<file path="src/pkg/divide_cfg.svh">
// Constants of the integer divide unit: widths, step counts, reset values
`ifndef DIVIDE_CFG_SVH
`define DIVIDE_CFG_SVH

// ------------------------------------------------------------
// Datapath sizing
// ------------------------------------------------------------
`define DIV_WORD_WIDTH   32
`define DIV_SIGN_BIT     31
`define DIV_STEP_COUNT   32

// ------------------------------------------------------------
// Reset values of the result registers
// ------------------------------------------------------------
`define DIV_QUOTIENT_RST  32'h0000_0000
`define DIV_REMAINDER_RST 32'h0000_0000

`endif

</file>
<file path="src/pkg/divide_pkg.sv">
// Types shared by the integer divide unit and its checker, pipeline model and bench
package divide_pkg;

    // ------------------------------------------------------------
    // Operation and selector encodings
    // ------------------------------------------------------------
    typedef enum logic {
        signed_word_divide_op   = 1'b0,
        unsigned_word_divide_op = 1'b1
    } div_op_e;

    typedef enum logic {
        move_from_quotient_op  = 1'b0,
        move_from_remainder_op = 1'b1
    } read_sel_e;

    // ------------------------------------------------------------
    // Sequencer states
    // ------------------------------------------------------------
    typedef enum logic [1:0] {
        ST_IDLE = 2'b00,
        ST_CALC = 2'b01,
        ST_FIX  = 2'b10
    } div_state_e;

    // ------------------------------------------------------------
    // Carriers
    // ------------------------------------------------------------
    typedef struct packed {
        div_op_e     op;
        logic [31:0] dividend_source_register;
        logic [31:0] divisor_source_register;
    } div_issue_s;

    typedef struct packed {
        read_sel_e   sel;
    } read_req_s;

endpackage

</file>
<file path="src/verilog/integer_divide_unit.sv">
// Integer divide unit: signed and unsigned word divide with read interlock
//
// Contract
// - Signed divide treats dividend and divisor as two's-complement 32-bit values.
// - Unsigned divide treats both 32-bit operands as plain unsigned values.
// - On completion the quotient and remainder registers both take the new results.
// - No divide ever raises an exception, whatever the operands.
// - A zero divisor leaves unspecified values in both result registers.
// - The divide runs over many cycles while independent work continues outside.
// - A result read issued while a divide is outstanding waits and then returns new values.
// - Overlapping a divide with other work never changes any visible result.
// - A result read right before a divide needs no spacing and returns the old values.
`timescale 1ns/1ps
`include "divide_cfg.svh"

module integer_divide_unit #(
    parameter int WIDTH = `DIV_WORD_WIDTH
) (
    input  wire logic                   clk_sys,
    input  wire logic                   arst_n,
    input  wire logic                   issue_valid,
    input  wire divide_pkg::div_issue_s issue,
    input  wire logic                   read_valid,
    input  wire divide_pkg::read_req_s  read_req,
    output logic                        busy,
    output logic                        div_done,
    output logic                        read_ack,
    output logic [WIDTH-1:0]            read_data,
    output logic [WIDTH-1:0]            quotient_register,
    output logic [WIDTH-1:0]            remainder_register
);

    // ------------------------------------------------------------
    // State
    // ------------------------------------------------------------
    divide_pkg::div_state_e state;
    divide_pkg::div_state_e next_state;
    logic                   neg_quo;
    logic                   neg_rem;
    logic [WIDTH-1:0]       mag_a;
    logic [WIDTH-1:0]       mag_b;
    logic                   go;
    logic                   next_neg_quo;
    logic                   next_neg_rem;
    logic [WIDTH-1:0]       next_mag_a;
    logic [WIDTH-1:0]       next_mag_b;
    logic                   next_go;
    logic                   next_busy;
    logic                   next_div_done;
    logic [WIDTH-1:0]       next_quotient_register;
    logic [WIDTH-1:0]       next_remainder_register;
    logic                   next_read_ack;
    logic [WIDTH-1:0]       next_read_data;
    logic                   is_signed;
    logic                   sign_a;
    logic                   sign_b;
    logic                   core_done;
    logic [WIDTH-1:0]       core_quo;
    logic [WIDTH-1:0]       core_rem;

    // ------------------------------------------------------------
    // Operand decode
    // ------------------------------------------------------------
    // Sign bits only count for the signed operation
    assign is_signed = (issue.op == divide_pkg::signed_word_divide_op);
    assign sign_a    = is_signed & issue.dividend_source_register[WIDTH-1];
    assign sign_b    = is_signed & issue.divisor_source_register[WIDTH-1];

    // ------------------------------------------------------------
    // Unsigned iteration core
    // ------------------------------------------------------------
    divide_iter #(
        .WIDTH (WIDTH)
    ) u_iter (
        .clk_sys   (clk_sys),
        .arst_n    (arst_n),
        .go        (go),
        .dividend  (mag_a),
        .divisor   (mag_b),
        .done      (core_done),
        .quotient  (core_quo),
        .remainder (core_rem)
    );

    // ------------------------------------------------------------
    // Divide sequencer
    // ------------------------------------------------------------
    // Accepts one divide when idle, runs it in the core, fixes the signs,
    // then writes both result registers in the same cycle
    always_comb begin
        next_state              = state;
        next_neg_quo            = neg_quo;
        next_neg_rem            = neg_rem;
        next_mag_a              = mag_a;
        next_mag_b              = mag_b;
        next_go                 = 1'b0;
        next_busy               = busy;
        next_div_done           = 1'b0;
        next_quotient_register  = quotient_register;
        next_remainder_register = remainder_register;
        unique case (state)
            divide_pkg::ST_IDLE: begin
                if (issue_valid) begin
                    // Magnitudes; the most negative value maps onto itself unsigned
                    next_mag_a   = sign_a ? WIDTH'(-issue.dividend_source_register)
                                          : issue.dividend_source_register;
                    next_mag_b   = sign_b ? WIDTH'(-issue.divisor_source_register)
                                          : issue.divisor_source_register;
                    next_neg_quo = sign_a ^ sign_b;
                    next_neg_rem = sign_a;
                    next_go      = 1'b1;
                    next_busy    = 1'b1;
                    next_state   = divide_pkg::ST_CALC;
                end
            end
            divide_pkg::ST_CALC: begin
                // Core always ends after a fixed step count, any operands
                if (core_done) begin
                    next_state = divide_pkg::ST_FIX;
                end
            end
            divide_pkg::ST_FIX: begin
                next_quotient_register  = neg_quo ? WIDTH'(-core_quo) : core_quo;
                next_remainder_register = neg_rem ? WIDTH'(-core_rem) : core_rem;
                next_busy               = 1'b0;
                next_div_done           = 1'b1;
                next_state              = divide_pkg::ST_IDLE;
            end
            default: begin
                next_busy  = 1'b0;
                next_state = divide_pkg::ST_IDLE;
            end
        endcase
    end

    // Sequencer registers
    always_ff @(posedge clk_sys or negedge arst_n) begin
        if (!arst_n) begin
            state              <= divide_pkg::ST_IDLE;
            neg_quo            <= 1'b0;
            neg_rem            <= 1'b0;
            mag_a              <= '0;
            mag_b              <= '0;
            go                 <= 1'b0;
            busy               <= 1'b0;
            div_done           <= 1'b0;
            quotient_register  <= `DIV_QUOTIENT_RST;
            remainder_register <= `DIV_REMAINDER_RST;
        end else begin
            state              <= next_state;
            neg_quo            <= next_neg_quo;
            neg_rem            <= next_neg_rem;
            mag_a              <= next_mag_a;
            mag_b              <= next_mag_b;
            go                 <= next_go;
            busy               <= next_busy;
            div_done           <= next_div_done;
            quotient_register  <= next_quotient_register;
            remainder_register <= next_remainder_register;
        end
    end

    // ------------------------------------------------------------
    // Result read port with interlock
    // ------------------------------------------------------------
    // A read is taken only while no divide is outstanding, so it either
    // sees the old pair (issued before the divide) or the new pair
    always_comb begin
        next_read_ack  = 1'b0;
        next_read_data = read_data;
        if (read_valid && !busy) begin
            next_read_ack  = 1'b1;
            if (read_req.sel == divide_pkg::move_from_remainder_op) begin
                next_read_data = remainder_register;
            end else begin
                next_read_data = quotient_register;
            end
        end
    end

    // Read answer registers
    always_ff @(posedge clk_sys or negedge arst_n) begin
        if (!arst_n) begin
            read_ack  <= 1'b0;
            read_data <= '0;
        end else begin
            read_ack  <= next_read_ack;
            read_data <= next_read_data;
        end
    end

endmodule

</file>
<file path="src/verilog/divide_iter.sv">
// Unsigned restoring divide core, one quotient bit per clock
`timescale 1ns/1ps
`include "divide_cfg.svh"

module divide_iter #(
    parameter int WIDTH = `DIV_WORD_WIDTH
) (
    input  wire logic             clk_sys,
    input  wire logic             arst_n,
    input  wire logic             go,
    input  wire logic [WIDTH-1:0] dividend,
    input  wire logic [WIDTH-1:0] divisor,
    output logic                  done,
    output logic [WIDTH-1:0]      quotient,
    output logic [WIDTH-1:0]      remainder
);

    localparam int CW = $clog2(WIDTH + 1);
    localparam logic [CW-1:0] LAST = CW'(WIDTH - 1);

    logic             running;
    logic [CW-1:0]    count;
    logic [WIDTH-1:0] dvs;
    logic             next_running;
    logic [CW-1:0]    next_count;
    logic [WIDTH-1:0] next_dvs;
    logic             next_done;
    logic [WIDTH-1:0] next_quotient;
    logic [WIDTH-1:0] next_remainder;
    logic [WIDTH:0]   shifted;
    logic [WIDTH:0]   diff;

    // ------------------------------------------------------------
    // Shift-subtract step
    // ------------------------------------------------------------
    // A zero divisor never borrows: all-ones quotient, dividend as remainder
    always_comb begin
        next_running   = running;
        next_count     = count;
        next_dvs       = dvs;
        next_done      = 1'b0;
        next_quotient  = quotient;
        next_remainder = remainder;
        shifted        = {remainder, quotient[WIDTH-1]};
        diff           = shifted - {1'b0, dvs};
        if (go) begin
            next_running   = 1'b1;
            next_count     = '0;
            next_dvs       = divisor;
            next_quotient  = dividend;
            next_remainder = '0;
        end else if (running) begin
            if (!diff[WIDTH]) begin
                next_remainder = diff[WIDTH-1:0];
            end else begin
                next_remainder = shifted[WIDTH-1:0];
            end
            next_quotient = {quotient[WIDTH-2:0], ~diff[WIDTH]};
            next_count    = count + CW'(1);
            if (count == LAST) begin
                next_running = 1'b0;
                next_done    = 1'b1;
            end
        end
    end

    // Step registers
    always_ff @(posedge clk_sys or negedge arst_n) begin
        if (!arst_n) begin
            running   <= 1'b0;
            count     <= '0;
            dvs       <= '0;
            done      <= 1'b0;
            quotient  <= '0;
            remainder <= '0;
        end else begin
            running   <= next_running;
            count     <= next_count;
            dvs       <= next_dvs;
            done      <= next_done;
            quotient  <= next_quotient;
            remainder <= next_remainder;
        end
    end

endmodule

</file>
<file path="config.mk">
export PLATFORM = sky130hd
export DESIGN_NAME = integer_divide_unit
export DESIGN_NICKNAME = d
export VERILOG_FILES = /design/src/pkg/divide_pkg.sv /design/src/verilog/integer_divide_unit.sv /design/src/verilog/divide_iter.sv
export VERILOG_INCLUDE_DIRS = /design/src /design/src/pkg
export SDC_FILE = /design/constraint.sdc
export NUM_CORES = 1
export LEC_CHECK = 0
export BUFFER_PORTS_ARGS = -buffer_cell sky130_fd_sc_hd__buf_2
export CELL_PAD_IN_SITES_DETAIL_PLACEMENT = 0
export CELL_PAD_IN_SITES_GLOBAL_PLACEMENT = 1
export CORE_MARGIN = 2
export CORE_UTILIZATION = 41
export CTS_BUF_LIST = sky130_fd_sc_hd__clkbuf_16
export CTS_CLUSTER_DIAMETER = 120
export DETAILED_ROUTE_END_ITERATION = 7
export GPL_ROUTABILITY_DRIVEN = 0
export HOLD_SLACK_MARGIN = 0.12
export PLACE_DENSITY_LB_ADDON = 0.1
export RECOVER_POWER = 100
export SETUP_SLACK_MARGIN = 0.15
export SLEW_MARGIN = 20
export SYNTH_ARGS = -nofsm -noshare
export SYNTH_HDL_FRONTEND = slang
export SYNTH_HIERARCHICAL = 1
export SYNTH_SLANG_ARGS = --single-unit
</file>
<file path="constraint.sdc">
create_clock -name clk_sys -period 2.9 [get_ports clk_sys]
set_clock_uncertainty 0.2 [all_clocks]
set_input_delay 0.435 -clock clk_sys [delete_from_list [all_inputs] [get_ports clk_sys]]
set_output_delay 0.435 -clock clk_sys [all_outputs]
set_load 0.02 [all_outputs]
</file>
==> results.txt <==
status -> finished with violations
failing checks -> max-capacitance violations, max-slew violations, negative setup slack
post-synth cell types -> 78
DRC violations left -> 0
Slew Limit Fails -> 79
Synth warnings -> 6
ys async rst share -> 1.00
CTS tree -> done
CTS root buffer -> clkbuf_16
Min Clock Period, post-route -> 3.09 ns
fin nets -> 2,179
R2R Setup Slk -> -0.19 ns
crit-path cells -> inv_1, ha_2, inv_2, fa_2, a21oi_2, o211ai_1, nand2_1, o21a_2, o21ai_2, or3_4, and4_4, buf_12, buf_12, mux2i_1, a211oi_1
Vias/cell -> 5.12
Inserted Clock Buffers -> 31
Final setup viols -> 32
clk buf depth -> 3
hold slack -> 0.175 ns
global route overflow -> 0
core area -> 37,600 µm²
Mapped Cells -> 1,732
DRT iter0 DRCs -> 783
Worst-Margin Slew -> 1.94 ns
DP HPWL -> 33,200 µm
largest net degree at the start of global routing -> 79
antenna-violating nets left -> 0
Crit path required time -> 3.15 ns
die area -> 39,700 µm²
mapped cell area -> 15,600 µm²
IO Pins -> 169
Die Height -> 199 µm
Total Power -> 22.2 mW
Max Cap Viol -> 1
Avg Inst Size Synth -> 9.02 µm²
slew margin rel. -> -0.296
Main synth FF type -> dfrtp_1
overall routing resource usage -> 0.225
Leakage -> 8.58 nW
total number of vias -> 13,300
CP arrival -> 3.35 ns
Worst-Skew Late Latency -> 0.56 ns
crit-path leading delay family -> compound AO/OA/AOI/OAI gates
initial antenna violation count -> 2
Fill cells -> 3,660
CP Capture Point -> u_iter/remainder[1]
worst flop-to-flop path startpoint -> u_iter/quotient[31]
crit path kind -> reg2reg
clock edge transition at the registers on the reported setup and hold paths -> 0.06 ns
first-pass GRT wire length -> 70,800 µm
Reg-to-Reg End -> u_iter/remainder[1]
CP bufs+invs -> 4
Die Wd -> 199 µm
Worst R2R Path Depth -> 15
peak supply drop -> 0.000625 V
Rows -> 71
min-delay worst type -> in2reg
number of flops mapped to enable cells by yosys -> 0
P per Cell Area -> 1130 nW/µm²
effective utilization at floorplan -> 0.416
drt first pass iters -> 5
crit start category -> flop
Crit. path cell count -> 15
Final Hold Fails -> 0
RSZ-0062 raised after global routing -> yes
total wire length -> 44,700 µm
PortBufs -> 168
share of post-route cells with drive strength above 1 -> 0.160
Critical Path Sink Type -> flop
critical-path maximum fanout -> 13
Crit path largest cell delay -> 0.38 ns
post-synth net total -> 1,840
fin crit share -> 1.07
Critical-path top delay cell -> dfrtp_1
area delta synth->final -> 25.8%
most frequent CP cell -> buf_12
H-tree Lvls -> 1
fmax -> 323 MHz
CP startpoint -> u_iter/quotient[31]
number of global-route vias before repair -> 12,800
final worst slack -> -0.194 ns
routed length per instance -> 17.2 µm
CTS sink cnt -> 272
n_diodes -> 0
Synth Register Bits -> 272
sequential element share of the synthesized area -> 0.435
registers in the layout (all words and copies together), names as in the netlist, 2 cells and up:
name,count
u_iter/remainder,32
u_iter/quotient,32
remainder_register,32
u_iter/count,6
u_iter/dvs,32
read_data,32
mag_a,32
quotient_register,32
state,2
mag_b,32
cells by family (layout without fill, tap and decap cells):
logic type	count (synthesis)	in the layout	synth area share
buffers and inverters	170	532	0.0478
muxes	102	102	0.0656
AOI/OAI and AO/OA	456	456	0.175
DFF	272	272	0.435
xor gates and xnor gates	150	150	0.0841
and+or+nand+nor	544	544	0.161
adders and majority gates	38	38	0.0309
area by class of cell:
class,instances,area (µm²),share of cell area
Inverter,66,248,0.0126
Multi-Input combinational cell,1290,8290,0.422
Clock inverter,25,174,0.00885
Timing Repair Buffer,410,2720,0.138
Clock buffer,31,776,0.0395
Tap cell,511,639,0.0325
Sequential cell,272,6810,0.347
tightest hold or removal path, delay by kind of cell:
kind	cells	cell delay, ns
XOR/XNOR	1	0.16
AO/OA/AOI/OAI	2	0.18
buffers and inverters	1	0.11
power by group:
group	internal [mW]	switching, mW	leakage (nW)
combinational	5.78	6.43	4.56
clock	2.11	1.58	0.500
sequential	5.06	1.20	3.51
total	12.9	9.21	8.58
per-stage QoR:
step,std cells,cell area [µm²],worst slack (ns),util,TNS (ns)
after floorplan,1732,15700,-0.0573,-,-1.19
after global placement,2471,18000,-0.166,0.480,-4.46
after detailed placement,2471,18000,-0.289,0.480,-7.06
after CTS,2602,19800,-0.276,0.526,-5.85
after global routing,2605,19700,-0.304,0.523,-14.53
final,2605,19700,-0.194,0.523,-4.73
cell usage in the layout, fill, tap and decap left out, types with 30 or more instances in the layout:
master         count
nor3_1            33
mux2i_1           97
xnor2_1           69
dlygate4sd3_1     68
buf_4            137
a21oi_1           52
dfrtp_1          270
nand2_1          268
buf_2             67
clkbuf_16         31
nor2_1            99
o21ai_0          216
inv_1             71
o21ai_1           30
xor2_1            81
ha_1              31
clkbuf_1         121
synth_stat cells, types with 5 or more instances:
| cell | number | area share |
|---|---|---|
| o41ai_1 | 13 | 0.0073 |
| nor3b_1 | 7 | 0.0034 |
| clkbuf_1 | 78 | 0.019 |
| nor4_1 | 18 | 0.0072 |
| a21oi_1 | 59 | 0.019 |
| o21ai_1 | 61 | 0.020 |
| nand2b_1 | 13 | 0.0052 |
| a41oi_1 | 5 | 0.0028 |
| nor3_1 | 34 | 0.011 |
| nand3_1 | 17 | 0.0054 |
| mux2i_1 | 98 | 0.063 |
| or2_2 | 7 | 0.0028 |
| nor2b_1 | 11 | 0.0044 |
| nand4b_1 | 5 | 0.0028 |
| inv_1 | 64 | 0.015 |
| nand2_1 | 269 | 0.065 |
| ha_1 | 37 | 0.030 |
| xor2_1 | 81 | 0.045 |
| or3_1 | 11 | 0.0044 |
| buf_6 | 5 | 0.0036 |
| a21o_1 | 11 | 0.0053 |
| buf_1 | 11 | 0.0026 |
| nand4_1 | 11 | 0.0044 |
| or4_1 | 10 | 0.0048 |
| nor2_1 | 99 | 0.024 |
| xnor2_1 | 69 | 0.039 |
| dfrtp_1 | 272 | 0.44 |
| a31oi_1 | 24 | 0.0096 |
| o31ai_1 | 29 | 0.014 |
| nand3b_1 | 5 | 0.0024 |
| and3_1 | 5 | 0.0020 |
| o21ai_0 | 188 | 0.060 |
| clkbuf_8 | 5 | 0.0044 |
| a211oi_1 | 25 | 0.012 |
how the worst min path moves through the flow:
stage | start | endpoint | depth (start not counted)
2_1_floorplan | arst_n | busy | 0
3_3_place_gp | read_data[6] | read_data[6] | 2
3_5_place_dp | read_data[30] | read_data[30] | 2
4_1_cts | issue[6] | mag_b[7] | 4
5_1_grt | issue[6] | mag_b[7] | 4
6_report | issue[6] | mag_b[7] | 4
routing by layer:
metal  GRT usage  up-vias  share of wire
met5           0        -              0
met4      0.0387        0          0.014
met3      0.0216       48          0.037
met2       0.345      251           0.44
met1       0.346     6288           0.51
li1            -     6753              -
what timing repair did:
| action | in CTS | in global routing |
|---|---|---|
| setup buffers | 6 | 3 |
| hold buffers | 69 | 0 |
| endpoints found under the hold margin | 139 | 0 |
| pin swaps | 13 | 22 |
| endpoints found under the setup margin | 33 | 40 |
| gates cloned | 0 | 0 |
| gates resized for setup | 14 | 38 |
No activity file was read; power rests on OpenSTA's default activity.
